`config.mk`:
```
export PLATFORM = sky130hd
export DESIGN_NAME = rem_rail_regs
export DESIGN_NICKNAME = d
export VERILOG_FILES = /design/src/rem_pkg.sv /design/src/rem_rail_regs.sv
export SDC_FILE = /design/constraint.sdc
export NUM_CORES = 1
export LEC_CHECK = 0
export ABC_AREA = 1
export BUFFER_PORTS_ARGS = -buffer_cell sky130_fd_sc_hd__buf_2
export CAP_MARGIN = 20
export CELL_PAD_IN_SITES_DETAIL_PLACEMENT = 1
export CELL_PAD_IN_SITES_GLOBAL_PLACEMENT = 2
export CORE_MARGIN = 2
export CORE_UTILIZATION = 34
export CTS_CLUSTER_DIAMETER = 150
export DETAILED_ROUTE_END_ITERATION = 10
export GPL_TIMING_DRIVEN = 0
export PLACE_DENSITY = 0.83
export SETUP_SLACK_MARGIN = 0.02
export SLEW_MARGIN = 0
export SYNTH_ARGS = -nofsm -noshare
export SYNTH_HDL_FRONTEND = slang
export SYNTH_SLANG_ARGS = --single-unit
```
`constraint.sdc`:
```
create_clock -name core_clk -period 3.7 [get_ports core_clk]
set_input_delay 0.555 -clock core_clk [delete_from_list [all_inputs] [get_ports core_clk]]
set_output_delay 0.555 -clock core_clk [all_outputs]
set_load 0.02 [all_outputs]
```
`src/rem_pkg.sv`:
```
// Constants and types for the rail enable and buck mode register bank.
package rem_pkg;

    localparam logic [7:0] REM_ENABLE_OFFSET = 8'h03;
    localparam logic [7:0] REM_MODE_OFFSET = 8'h04;
    localparam logic [7:0] REM_ENABLE_RESET = 8'h00;
    localparam logic [7:0] REM_MODE_RESET = 8'h00;
    localparam logic [7:0] REM_ENABLE_WR_MASK = 8'hFE;
    localparam logic [7:0] REM_MODE_WR_MASK = 8'hE0;
    localparam logic [7:0] REM_ALL_RAILS_ON = 8'hFE;
    localparam logic [7:0] REM_UNMAPPED_READ = 8'h00;

    localparam int REM_LSW_BIT = 7;
    localparam int REM_CORE_BIT = 6;
    localparam int REM_MEM_BIT = 5;
    localparam int REM_FLASH_BIT = 4;
    localparam int REM_LIN_BIT = 3;
    localparam int REM_EXTA_BIT = 2;
    localparam int REM_EXTB_BIT = 1;
    localparam int REM_RSVD_BIT = 0;

    localparam int REM_CORE_PWM_BIT = 7;
    localparam int REM_MEM_PWM_BIT = 6;
    localparam int REM_FLASH_PWM_BIT = 5;

    localparam logic [2:0] REM_SEQ_FIRST = 3'h7;
    localparam logic [2:0] REM_SEQ_LAST = 3'h1;

    localparam int REM_CLK_MHZ = 20;
    localparam int REM_SEQ_STEP_NS = 10000;
    localparam int REM_SEQ_STEP_CYCLES = (REM_SEQ_STEP_NS * REM_CLK_MHZ
        + 999) / 1000;

    typedef enum logic [1:0] {REM_OFF, REM_SEQ, REM_ON} rem_state_t;

endpackage

```
`src/rem_rail_regs.sv`:
```
// Rail enable and buck mode registers with the rail power sequencer.
// Functional notes
// - Enable bit 7 turns the load switch off at zero, on at one.
// - After power-up the device itself sets every rail enable bit to one.
// - Writing zero to bit 7 once the sequence has finished turns rails off and clears the register.
// - Writing one to bit 7 after shutdown re-powers rails in sequence.
// - Enable bit 6 disables or enables the core buck.
// - Enable bit 5 disables or enables the memory buck.
// - Enable bit 4 disables or enables the flash interface buck.
// - Enable bit 3 disables or enables the linear regulator.
// - Enable bit 2 drives the first external enable output.
// - Enable bit 1 drives the second external enable output.
// - Enable bits 7 to 1 are read-write; bit 0 is reserved, read-only.
// - Mode bit 7 picks pulse-skip or forced PWM for the core buck.
// - Mode bit 6 picks pulse-skip or forced PWM for the memory buck.
// - Mode bit 5 picks pulse-skip or forced PWM for the flash buck.
`timescale 1ns/1ns
module rem_rail_regs
    import rem_pkg::*;
#(
    parameter int STEP_CYCLES = REM_SEQ_STEP_CYCLES
)
(
    input wire logic core_clk,
    input wire logic reset,
    input wire logic calib_done,
    input wire logic [7:0] reg_addr,
    input wire logic [7:0] reg_wdata,
    input wire logic reg_wr,
    input wire logic reg_rd,
    output logic [7:0] reg_rdata,
    output logic load_switch_on,
    output logic core_buck_enable,
    output logic memory_buck_enable,
    output logic flash_io_buck_enable,
    output logic linear_regulator_enable,
    output logic external_enable_out_a,
    output logic external_enable_out_b,
    output logic core_buck_forced_pwm,
    output logic memory_buck_forced_pwm,
    output logic flash_io_buck_forced_pwm,
    output logic sequence_busy
);

    rem_state_t state;
    logic [7:0] rail_enable_control;
    logic [7:0] buck_mode_control;
    logic [2:0] seq_bit;
    logic [15:0] step_cnt;
    logic cal_meta;
    logic cal_sync;
    logic step_done;
    logic enable_wr;
    logic mode_wr;

    function automatic logic [7:0] rem_read(input logic [7:0] addr,
                                            input logic [7:0] en,
                                            input logic [7:0] md);
        logic [7:0] value;
        value = REM_UNMAPPED_READ;
        if (addr == REM_ENABLE_OFFSET)
        begin
            value = en & REM_ENABLE_WR_MASK;
        end
        else if (addr == REM_MODE_OFFSET)
        begin
            value = md & REM_MODE_WR_MASK;
        end
        return value;
    endfunction

    assign step_done = (step_cnt == 16'(STEP_CYCLES - 1));
    assign enable_wr = reg_wr && (reg_addr == REM_ENABLE_OFFSET);
    assign mode_wr = reg_wr && (reg_addr == REM_MODE_OFFSET);

    // Calibration status comes from the analog side and is synchronised.
    always_ff @(posedge core_clk or posedge reset)
    begin
        if (reset)
        begin
            cal_meta <= 1'b0;
            cal_sync <= 1'b0;
        end
        else
        begin
            cal_meta <= calib_done;
            cal_sync <= cal_meta;
        end
    end

    // Sequencer: rails come up one per step once calibration is done.
    always_ff @(posedge core_clk or posedge reset)
    begin
        if (reset)
        begin
            state <= REM_SEQ;
            sequence_busy <= 1'b1;
            seq_bit <= REM_SEQ_FIRST;
            step_cnt <= 16'h0000;
        end
        else
        begin
            case (state)
                REM_SEQ:
                begin
                    if (cal_sync)
                    begin
                        if (step_done)
                        begin
                            step_cnt <= 16'h0000;
                            if (seq_bit == REM_SEQ_LAST)
                            begin
                                state <= REM_ON;
                                sequence_busy <= 1'b0;
                            end
                            else
                            begin
                                seq_bit <= seq_bit - 3'h1;
                            end
                        end
                        else
                        begin
                            step_cnt <= step_cnt + 16'h0001;
                        end
                    end
                end
                REM_ON:
                begin
                    if (enable_wr && !reg_wdata[REM_LSW_BIT])
                    begin
                        state <= REM_OFF;
                    end
                end
                REM_OFF:
                begin
                    if (enable_wr && reg_wdata[REM_LSW_BIT])
                    begin
                        state <= REM_SEQ;
                        sequence_busy <= 1'b1;
                        seq_bit <= REM_SEQ_FIRST;
                        step_cnt <= 16'h0000;
                    end
                end
                default:
                begin
                    state <= REM_OFF;
                    sequence_busy <= 1'b0;
                end
            endcase
        end
    end

    // Enable register: sequencer fills it, host edits it while rails run.
    always_ff @(posedge core_clk or posedge reset)
    begin
        if (reset)
        begin
            rail_enable_control <= REM_ENABLE_RESET;
        end
        else if (state == REM_SEQ && cal_sync && step_done)
        begin
            rail_enable_control[seq_bit] <= 1'b1;
        end
        else if (state == REM_ON && enable_wr)
        begin
            if (!reg_wdata[REM_LSW_BIT])
            begin
                rail_enable_control <= REM_ENABLE_RESET;
            end
            else
            begin
                rail_enable_control <= reg_wdata & REM_ENABLE_WR_MASK;
            end
        end
    end

    // Mode register: forced PWM or pulse-skip per buck channel.
    always_ff @(posedge core_clk or posedge reset)
    begin
        if (reset)
        begin
            buck_mode_control <= REM_MODE_RESET;
        end
        else if (mode_wr)
        begin
            buck_mode_control <= reg_wdata & REM_MODE_WR_MASK;
        end
    end

    // Read data is registered and holds until the next read.
    always_ff @(posedge core_clk or posedge reset)
    begin
        if (reset)
        begin
            reg_rdata <= REM_UNMAPPED_READ;
        end
        else if (reg_rd)
        begin
            reg_rdata <= rem_read(reg_addr, rail_enable_control,
                                  buck_mode_control);
        end
    end

    assign load_switch_on = rail_enable_control[REM_LSW_BIT];
    assign core_buck_enable = rail_enable_control[REM_CORE_BIT];
    assign memory_buck_enable = rail_enable_control[REM_MEM_BIT];
    assign flash_io_buck_enable = rail_enable_control[REM_FLASH_BIT];
    assign linear_regulator_enable = rail_enable_control[REM_LIN_BIT];
    assign external_enable_out_a = rail_enable_control[REM_EXTA_BIT];
    assign external_enable_out_b = rail_enable_control[REM_EXTB_BIT];
    assign core_buck_forced_pwm =
        buck_mode_control[REM_CORE_PWM_BIT];
    assign memory_buck_forced_pwm =
        buck_mode_control[REM_MEM_PWM_BIT];
    assign flash_io_buck_forced_pwm =
        buck_mode_control[REM_FLASH_PWM_BIT];

    a_lsw_readback: assert property (
        @(posedge core_clk) disable iff (reset)
        reg_rd && reg_addr == REM_ENABLE_OFFSET
        |=> reg_rdata[REM_LSW_BIT] == $past(load_switch_on))
        else $error("Load switch readback does not match the pin.");

    a_powerup_fill: assert property (
        @(posedge core_clk) disable iff (reset)
        state == REM_SEQ ##1 state == REM_ON
        |-> rail_enable_control == REM_ALL_RAILS_ON)
        else $error("Sequence ended without every enable set.");

    a_shutdown_clear: assert property (
        @(posedge core_clk) disable iff (reset)
        state == REM_ON && enable_wr && !reg_wdata[REM_LSW_BIT]
        |=> rail_enable_control == 8'h00 && !load_switch_on
            && !core_buck_enable && state == REM_OFF)
        else $error("Shutdown did not clear the enable register.");

    a_restart_order: assert property (
        @(posedge core_clk) disable iff (reset)
        $rose(core_buck_enable) |-> load_switch_on
            && (sequence_busy || $past(enable_wr)))
        else $error("Core buck rose without the sequence or a write.");

    a_restart_start: assert property (
        @(posedge core_clk) disable iff (reset)
        state == REM_OFF && enable_wr && reg_wdata[REM_LSW_BIT]
        |=> state == REM_SEQ && rail_enable_control == 8'h00)
        else $error("Restart write did not start the sequence.");

    a_core_write: assert property (
        @(posedge core_clk) disable iff (reset)
        state == REM_ON && enable_wr && reg_wdata[REM_LSW_BIT]
        |=> core_buck_enable == $past(reg_wdata[REM_CORE_BIT]))
        else $error("Core buck enable did not follow the write.");

    a_mem_flash_write: assert property (
        @(posedge core_clk) disable iff (reset)
        state == REM_ON && enable_wr && reg_wdata[REM_LSW_BIT]
        |=> memory_buck_enable == $past(reg_wdata[REM_MEM_BIT])
            && flash_io_buck_enable == $past(reg_wdata[REM_FLASH_BIT]))
        else $error("Memory or flash buck enable did not follow the write.");

    a_ldo_ext_write: assert property (
        @(posedge core_clk) disable iff (reset)
        state == REM_ON && enable_wr && reg_wdata[REM_LSW_BIT]
        |=> {linear_regulator_enable, external_enable_out_a,
             external_enable_out_b} == $past(reg_wdata[3:1]))
        else $error("Regulator or external enable did not follow the write.");

    a_reserved_zero: assert property (
        @(posedge core_clk) disable iff (reset)
        reg_rd && reg_addr == REM_ENABLE_OFFSET
        |=> reg_rdata[REM_RSVD_BIT] == 1'b0)
        else $error("Reserved enable bit read as one.");

    a_mode_write: assert property (
        @(posedge core_clk) disable iff (reset)
        mode_wr |=> {core_buck_forced_pwm, memory_buck_forced_pwm,
                     flash_io_buck_forced_pwm} == $past(reg_wdata[7:5]))
        else $error("Buck mode outputs did not follow the write.");

    a_off_stays_clear: assert property (
        @(posedge core_clk) disable iff (reset)
        state == REM_OFF |-> rail_enable_control == 8'h00)
        else $error("Enable register not clear while rails are off.");

    a_seq_rail_order: assert property (
        @(posedge core_clk) disable iff (reset)
        sequence_busy && $rose(memory_buck_enable)
        |-> core_buck_enable && load_switch_on)
        else $error("Memory buck came up before the core buck.");

    a_calib_wait: assert property (
        @(posedge core_clk) disable iff (reset)
        sequence_busy && !cal_sync |=> $stable(rail_enable_control))
        else $error("Rails changed before calibration finished.");

    a_busy_end_full: assert property (
        @(posedge core_clk) disable iff (reset)
        $fell(sequence_busy) |-> rail_enable_control == REM_ALL_RAILS_ON)
        else $error("Sequencer went idle with an enable still clear.");

endmodule // rem_rail_regs

```
## Word level (Yosys, flattened, before mapping)

Index checks and enable logic that the tools add are counted.

| operators by class | value |
|---|---|
| add/sub/neg operators | 2 |
| multipliers | 0 |
| divide/modulo/power cells | 0 |
| magnitude comparators | 2 |
| eq/ne operators | 12 |
| shift operators | 0 |
| muxes and demuxes | 27 |
| bitwise gates (word level) | 2 |
| reduce and logical (&&, ||, !) cells | 16 |

Operators by type and width:

| cell | count |
|---|---|
| $mux 16 | 3 |
| $mux 8 | 5 |
| $pmux 16 s2 | 1 |
| $add 16x1->16 const B | 1 |
| $eq 16x8->1 const B | 1 |
| $reduce_and 5->1 | 3 |
| $mux 3 | 4 |
| $ne 2x2->1 const B | 6 |
| $mux 2 | 5 |
| $eq 8x2->1 const B | 1 |
| $eq 8x3->1 const B | 1 |
| $logic_and 1x1->1 | 8 |
| $or 8x8->8 | 1 |
| $pmux 2 s3 | 1 |
| $pmux 3 s2 | 1 |
| $mux 1 | 5 |
| $lt 3x4->1 const B | 1 |
| $reduce_bool 2->1 | 2 |
| $demux 1 s3 | 1 |
| $eq 3x1->1 const B | 1 |
| $ge 3x1->1 const B | 1 |
| $pmux 1 s3 | 1 |
| $reduce_and 3->1 | 1 |
| $sub 3x1->3 const B | 1 |
| 5 further kinds | 5 |

| storage, ports and cells | value |
|---|---|
| register bits | 43 |
| bits in latches | 0 |
| memory bits (writable) | 0 |
| ROM bits | 0 |
| output and inout bits | 19 |
| word-level logic and storage cells | 70 |
| memories kept | 0 |

## Logic depth before layout (Yosys ltp)

Gate-level depths: netlist of run 1.

| logic depth | value |
|---|---|
| depth in word-level cells | 6 |
| gate-level depth with buffers | 10 |

## Worst setup path after synthesis of run 1

Ideal clock, no wire load.

| path | value |
|---|---|
| kind | input-to-reg |
| start | in reg_addr[7] |
| end | reg step_cnt[9] |
| setup time | 0.123 ns |
| data arrival time | 1.359 ns |
| setup slack | 2.217 ns |
| stages on the path | 9 |
| path buffers | 1 |
| path through | nor2_1 > nand2_1 > nor2_4 > nand3_1 > nand2_1 > nand2_2 > buf_2 > nand2_1 > o21ai_1 |

| on the way | value |
|---|---|
| word-level cells in the longest chain between the ends | 5 |

RTL lines:

| element | RTL line | text |
|---|---|---|
| start, declared | rem_rail_regs.sv:27 | `input wire logic [7:0] reg_addr,` |
| $eq 8x2->1 | rem_rail_regs.sv:73 | `assign enable_wr = reg_wr && (reg_addr == REM_ENABLE_OFFSET);` |
| $logic_and 1x1->1 | rem_rail_regs.sv:73 |  |
| $logic_and 1x1->1 | rem_rail_regs.sv:136 | `if (enable_wr && reg_wdata[REM_LSW_BIT])` |
| $ne 2x2->1 (no source line) | -- |  |
| $reduce_and 3->1 (no source line) | -- |  |
| end signal, assigned | rem_rail_regs.sv:123 | `step_cnt <= step_cnt + 16'h0001;` |
| end, declared | rem_rail_regs.sv:49 | `logic [15:0] step_cnt;` |

Every way passes these cells.
A chain may end at the register's enable or synchronous reset.

## Final worst setup path of run 1

| path | value |
|---|---|
| start | reg step_cnt[1] |
| end | reg seq_bit[2] |

| on the way | value |
|---|---|
| word-level cells in the longest chain between the ends | 3 |

RTL lines:

| element | RTL line | text |
|---|---|---|
| $eq 16x8->1 | rem_rail_regs.sv:72 | `assign step_done = (step_cnt == 16'(STEP_CYCLES - 1));` |
| $ne 2x2->1 (no source line) | -- |  |
| $reduce_and 5->1 (no source line) | -- |  |
| end signal, assigned | rem_rail_regs.sv:118 | `seq_bit <= seq_bit - 3'h1;` |
| end, declared | rem_rail_regs.sv:48 | `logic [2:0] seq_bit;` |

Every way passes these cells.

==> results of run 1 <==
## cell families after synthesis
group	count (synthesis)	synth area share
flops	41	0.421
compound gates	28	0.0597
buf+inv	43	0.0750
fa+ha+maj	3	0.0153
other cells	1	0.00153
xor+xnor	4	0.0143
simple gates	214	0.414
## synthesized netlist by cell type, drive strengths merged
| cell | n |
|---|---|
| dfrtp | 36 |
| clkbuf | 1 |
| conb | 1 |
| nand2 | 105 |
| buf | 7 |
| nor4 | 1 |
| inv | 35 |
| nor2 | 40 |
| o21ai | 19 |
| nor3 | 3 |
| nand4 | 17 |
| o21bai | 1 |
| a21oi | 8 |
| dfstp | 5 |
| and2 | 1 |
| or2 | 1 |
| xor2 | 3 |
| nand3 | 46 |
| xnor2 | 1 |
| ha | 3 |
## worst register-to-register path, delay by kind of cell (launching register included)
family	cells	cell delay [ns]
fa+ha+maj	1	0.27
simple gates	7	0.61
buf+inv	1	0.08
compound gates	1	0.20
flops	1	0.38
## power by group
group	internal [mW]	switching, mW	leakage, nW
combinational	0.0885	0.222	0.804
clock	0.220	0.161	0.0585
sequential	0.488	0.0367	0.508
## state kept, by name, indices dropped and copies added, names as in the netlist
signal	flops
reg_rdata	7
cal_sync	1
seq_bit	3
sequence_busy	1
cal_meta	1
state	2
buck_mode_control	3
step_cnt	16
rail_enable_control	7
## area by class of cell
cell class | instances | area [um2] | share of cell area
repair buffers | 37 | 200 | 0.0693
inverters | 35 | 131 | 0.0455
flip-flops and latches | 41 | 1030 | 0.357
clock inverters | 1 | 30.0 | 0.0104
well taps | 96 | 120 | 0.0416
clock buffers | 7 | 86.3 | 0.0299
plain buffers | 8 | 52.6 | 0.0182
multi-input cells | 250 | 1240 | 0.428
## metal layers
layer / global-route usage / vias to the layer above
met1: 0.242 / 1088
met2: 0.315 / 31
met4: 0.0488 / 0
li1: - / 1170
met3: 0.0314 / 6
met5: 0 / -
## worst max path at each step
| stage | slack [ns] | start | end |
|---|---|---|---|
| after floorplan | 2.21 | reset | buck_mode_control[5]$_DFFE_PP0P_ |
| after global placement | 1.53 | reset | cal_sync$_DFF_PP0_ |
| after detailed placement | 1.85 | reg_addr[7] | step_cnt[9]$_DFFE_PP0P_ |
| after CTS | 2.09 | step_cnt[0]$_DFFE_PP0P_ | seq_bit[2]$_DFFE_PP1P_ |
| after global routing | 1.91 | step_cnt[1]$_DFFE_PP0P_ | seq_bit[1]$_DFFE_PP1P_ |
| final | 2.10 | step_cnt[1]$_DFFE_PP0P_ | seq_bit[2]$_DFFE_PP1P_ |
==> flow_metrics.py, run 1 <==
metrics = {
    "clock_network": {
        "clock_tree.root_cell": "clkbuf_8",
        "clock_path_buffers": 2,
        "clk_pin_slew_ns": 0.08,
        "cts_tree": "yes",
        "cts_inserted_buffers": 5,
        "worst_skew_pair.late_latency_ns": 0.30,
        "post_cts.resized_instances": 0,
        "cts_num_sinks": 41,
        "h_tree_levels": 2,
        "cts_hold_buffers": 0,
        "post-cts-setup-buffers": 0,
    },
    "finish": {
        "layout.cells.most_common": "nand2_1",
        "layout.cells.most_common_list": "100 x nand2_1, 45 x nand3_1, 39 x buf_2, 36 x dfrtp_1, 33 x nor2_1",
        "area_delta_synth_final_pct": 17.8,
        "final_core_utilization": 0.418,
        "nNetsFinal": 402,
        "fillers": 927,
        "stdcell_count": 475,
        "fin_area_um2": 2890,
        "post_route_cells_drive_above_1_share": 0.201,
        "diodes": 0,
    },
    "grt": {
        "grt_pass1_wl_um": 11300,
        "antenna_found_initial": 0,
        "grt_remaining_overflow": 0,
        "grt_max_degree": 41,
        "track_usage": 0.184,
        "grt_pass1_vias": 2386,
    },
    "worst_setup_path": {
        "crit_path_frequent_cell": "nand2_1",
        "crit_fanout": 6,
        "critical_path_class": "reg2reg",
        "crit_arrival_ns": 1.83,
        "crit_chain": "ha_1, nand2_1, inv_1, nand2_2, nor2_4, nand2_2, o21ai_2, nand2_1, nand2_1, nand2_1",
        "setup.worst_path.start_class": "register",
        "timing.critical_path.to_type": "register",
        "ff2ff_setup_slack_ns": 2.10,
        "crit-reg2reg-capture": "seq_bit[2]$_DFFE_PP1P_",
        "path_delay_family": "simple AND/OR/NAND/NOR gates",
        "path_buf_inv": 1,
        "slowest_delay_ns": 0.38,
        "rr_startpoint": "step_cnt[1]$_DFFE_PP0P_",
        "crit_path_top_delay_cell": "dfrtp_1",
        "timing.critical_path.depth": 10,
        "worst_r2r_path_depth": 10,
        "critical_path_required_ns": 3.93,
    },
    "place": {
        "numPortBuffers": 36,
        "place.detailed.instances": 467,
        "dp.final_hpwl_um": 5010,
        "pre_cts_ws_ns": 1.85,
        "routabilityCongestion": 0.810,
        "placed_cell_area_um2": 2770,
    },
    "status": {
        "result_of_the_run": "complete, no violations",
    },
    "synthesis": {
        "syn_area_um2": 2450,
        "synth_top_area_cell": "dfrtp_1",
        "yosys_warns": 0,
        "postSynthRegisterBits": 41,
        "synth.lib_cells_used.distinct": 30,
        "synth.net_count": 358,
        "synth-seq-area-share": 0.421,
        "synth_top_area_frac": 0.367,
        "netlist_top_cells_area": "dfrtp_1 37%, nand2_1 15%, nand3_1 9.2%, dfstp_2 5.4%, inv_1 5.0%",
        "syn-instance-count": 334,
        "average_cell_area_after_synthesis_um2": 7.35,
    },
    "min_path": {
        "hold_class": "in2async",
    },
    "detailed_routing": {
        "drtAntennaViolNets": 0,
        "post_dr_vias_cell": 4.83,
        "drt_wl_total_um": 6700,
        "dr.first_iter.drc_count": 77,
        "detail_route.wl_per_cell_um": 14.1,
        "routedLengthMet1_um": 3310,
        "highest_layer": "met4",
        "detail_route.first_pass.iterations": 4,
        "wire_length_on_met2_um": 3140,
        "vias": 2295,
        "drc": 0,
        "met3_length_um": 181,
    },
    "timing": {
        "clock_skew_ns": 0.00415,
        "hold_viol_final": 0,
        "timing.setup.tns_ns": 0,
        "final.hold.worst_slack_ns": 0.0981,
        "finalSetupViolCount": 0,
        "timing.fmax_ghz": 0.625,
        "worst_setup_slack_after_layout_ns": 2.10,
        "final_max_slew_viol_count": 0,
        "final.period_utilization": 0.432,
        "rsz0062_at_grt": "no",
        "final.min_clock_period_ns": 1.60,
    },
    "floorplan": {
        "starting_density": 0.355,
        "dieArea_um2": 7910,
        "pin_count": 40,
        "core-area_um2": 6910,
        "placementRows": 30,
        "die_height_um": 89.0,
        "die_x_um": 89.0,
    },
    "power": {
        "irDropWorstVdd_uv": 167,
        "power_mw": 1.22,
        "power_per_cell_area_nw_per_um2": 421,
        "p_leak_nw": 1.37,
    },
    "flow_run": {
        "max_cap_viol_count": 0,
    },
}
(Power assumes the default switching activity.)
==> inputs of run 2 (changes only) <==
Settings changed: CORE_UTILIZATION 34 to 29, PLACE_DENSITY 0.83 to 0.75.
Clock period 3.7 ns to 1.3 ns, I/O delays scaled along.
==> flow_metrics.py, run 2 (synthesis gave the netlist of run 1 again) <==
metrics = {
    "detailed_routing": {
        "drtAntennaViolNets": 0,
        "drc": 0,
        "detail_route.first_pass.iterations": 4,
        "detail_route.wl_per_cell_um": 14.0,
        "dr.first_iter.drc_count": 56,
        "vias": 2385,
        "drt_wl_total_um": 7090,
        "post_dr_vias_cell": 4.72,
    },
    "timing": {
        "final.hold.worst_slack_ns": 0.118,
        "hold_viol_final": 0,
        "timing.fmax_ghz": 0.702,
        "worst_setup_slack_after_layout_ns": -0.124,
        "final.min_clock_period_ns": 1.42,
        "final_max_slew_viol_count": 0,
        "finalSetupViolCount": 23,
        "clock_skew_ns": 0.0118,
        "final.period_utilization": 1.10,
        "rsz0062_at_grt": "yes",
    },
    "finish": {
        "fin_area_um2": 3250,
        "layout.cells.most_common_list": "90 x nand2_1, 40 x nand3_1, 37 x buf_2, 28 x dfrtp_1",
        "area_delta_synth_final_pct": 32.6,
        "stdcell_count": 505,
        "regMostFlops": "step_cnt",
        "nNetsFinal": 423,
        "biggestRegsByFlops": "step_cnt: 16 flops, rail_enable_control: 7 flops, reg_rdata: 7 flops",
        "diodes": 0,
        "fillers": 1032,
        "multi_input_comb_area_um2": 1410,
        "post_route_cells_drive_above_1_share": 0.345,
        "final_core_utilization": 0.396,
        "layout.cells.most_common": "nand2_1",
        "largest_register_ff_count": 16,
        "ff_latch_area_um2": 1040,
    },
    "worst_setup_path": {
        "setup.worst_path.start_class": "register",
        "crit_fanout": 7,
        "crit_path_top_delay_cell": "dfrtp_2",
        "worst_r2r_path_depth": 7,
        "rr_startpoint": "step_cnt[3]$_DFFE_PP0P_",
        "critical_path_required_ns": 1.54,
        "path_delay_family": "simple AND/OR/NAND/NOR gates",
        "crit_arrival_ns": 1.66,
        "path_buf_inv": 0,
        "crit_path_frequent_cell": "nor2_4",
        "critical_path_class": "reg2reg",
        "slowest_delay_ns": 0.47,
        "crit_chain": "nor2_1, nand2_1, nor2_4, nand2_4, nor2_4, nand4_1, nand3_1",
        "crit-reg2reg-capture": "rail_enable_control[5]$_DFFE_PP0P_",
        "timing.critical_path.to_type": "register",
        "ff2ff_setup_slack_ns": -0.12,
    },
    "power": {
        "share_comb_of_total_power": 0.318,
        "irDropWorstVdd_uv": 405,
        "power_switching_share": 0.369,
        "register_share_of_total_power": 0.427,
        "cellInternalPower_mw": 2.24,
        "p_clk_frac": 0.256,
        "netSwitchingPower_mw": 1.31,
        "power_per_cell_area_nw_per_um2": 1090,
        "p_leak_nw": 1.47,
    },
    "grt": {
        "antenna_found_initial": 0,
        "grt_remaining_overflow": 0,
        "grt_max_degree": 30,
        "grt_pass1_vias": 2370,
        "track_usage": 0.159,
        "grt_pass1_wl_um": 11500,
    },
    "min_path": {
        "hold_class": "in2reg",
        "min_delay_path_depth": 3,
        "worstHoldEndpoint": "buck_mode_control[5]$_DFFE_PP0P_",
        "hp-start": "reg_wdata[5]",
    },
    "clock_network": {
        "clock_path_buffers": 2,
        "clock_tree.root_cell": "clkbuf_8",
        "clk_pin_slew_ns": 0.09,
        "cts_num_sinks": 41,
        "worst_skew_pair.late_latency_ns": 0.30,
        "h_tree_levels": 2,
        "cts_inserted_buffers": 5,
        "cts_tree": "yes",
    },
    "floorplan": {
        "die_height_um": 96.0,
        "pin_count": 40,
        "core-area_um2": 8220,
        "die_x_um": 96.0,
        "placementRows": 33,
        "dieArea_um2": 9210,
        "starting_density": 0.299,
    },
    "place": {
        "routabilityCongestion": 0.778,
        "placed_cell_area_um2": 2790,
        "numPortBuffers": 36,
        "place.detailed.instances": 476,
        "dp.final_hpwl_um": 5180,
        "pre_cts_ws_ns": -0.280,
    },
    "status": {
        "result_of_the_run": "finished, violations left",
        "failing_checks": "setup timing",
    },
    "flow_run": {
        "max_cap_viol_count": 0,
    },
}
## run 2: changes by cell type in the layout (fill, tap and decap cells not counted), sizes merged
cell	before	now
clkinvlp	0	1
clkbuf	8	7
buf	44	64
bufinv	1	0
dlygate4sd3	0	2
## run 2: how the worst max path moves through the flow
| stage | start | end | slack [ns] | depth (start not counted) |
|---|---|---|---|---|
| finish | step_cnt[3]$_DFFE_PP0P_ | rail_enable_control[5]$_DFFE_PP0P_ | -0.12 | 7 |
| global route | step_cnt[3]$_DFFE_PP0P_ | rail_enable_control[3]$_DFFE_PP0P_ | -0.22 | 7 |
| CTS | step_cnt[1]$_DFFE_PP0P_ | seq_bit[2]$_DFFE_PP1P_ | -0.14 | 10 |
| detailed placement | step_cnt[0]$_DFFE_PP0P_ | seq_bit[2]$_DFFE_PP1P_ | -0.28 | 10 |
| global placement | reset | cal_meta$_DFF_PP0_ | -0.58 | 2 |
| floorplan | step_cnt[0]$_DFFE_PP0P_ | seq_bit[2]$_DFFE_PP1P_ | -0.06 | 10 |
## run 2: repair_timing
item | 4_1_cts | 5_1_grt
hold endpoints to repair | 13 | 0
gates resized for setup | 36 | 29
buffers inserted | 14 | 5
hold buffers | 2 | 0
endpoints found under the setup margin | 29 | 29
cloned | 1 | 0
pin swaps | 4 | 12
## run 2: final cells by class
type	count	area share
tap	105	0.0404
sequential	41	0.320
clock inverter	1	0.00231
inverter	35	0.0404
clock buffer	7	0.0265
buffer	7	0.0211
multi-input combinational	250	0.432
timing repair buffer	59	0.117
## run 2: power by group through the flow
stage / registers, mW / clock network [mW] / logic (mW)
6_report: 1.51 / 0.907 / 1.13
3_3_place_gp: 1.52 / 0 / 0.879
2_1_floorplan: 1.52 / 0 / 0.590
4_1_cts: 1.51 / 0.936 / 1.10
3_5_place_dp: 1.52 / 0 / 0.906
5_1_grt: 1.53 / 0.979 / 1.26
## run 2: stage by stage
stage / power, mW / setup TNS (ns)
CTS: 3.55 / -1.96
finish: 3.54 / -1.69
global route: 3.77 / -4.14
floorplan: 2.11 / -0.179
global placement: 2.40 / -26.21
detailed placement: 2.43 / -4.86
## run 2: metal layers
layer  wire length, um  share of wire  track usage
met1              3240           0.46        0.205
met4                66         0.0093       0.0369
met3               216          0.030       0.0305
met2              3570           0.50        0.273
met5                 0              0            0
## run 2: worst register-to-register path: stages, from the launching register on
cell and delay, ns:
dfrtp_2 0.47, nor2_1 0.15, nand2_1 0.10, nor2_4 0.18, nand2_4 0.09, nor2_4 0.16, nand4_1 0.12, nand3_1 0.10
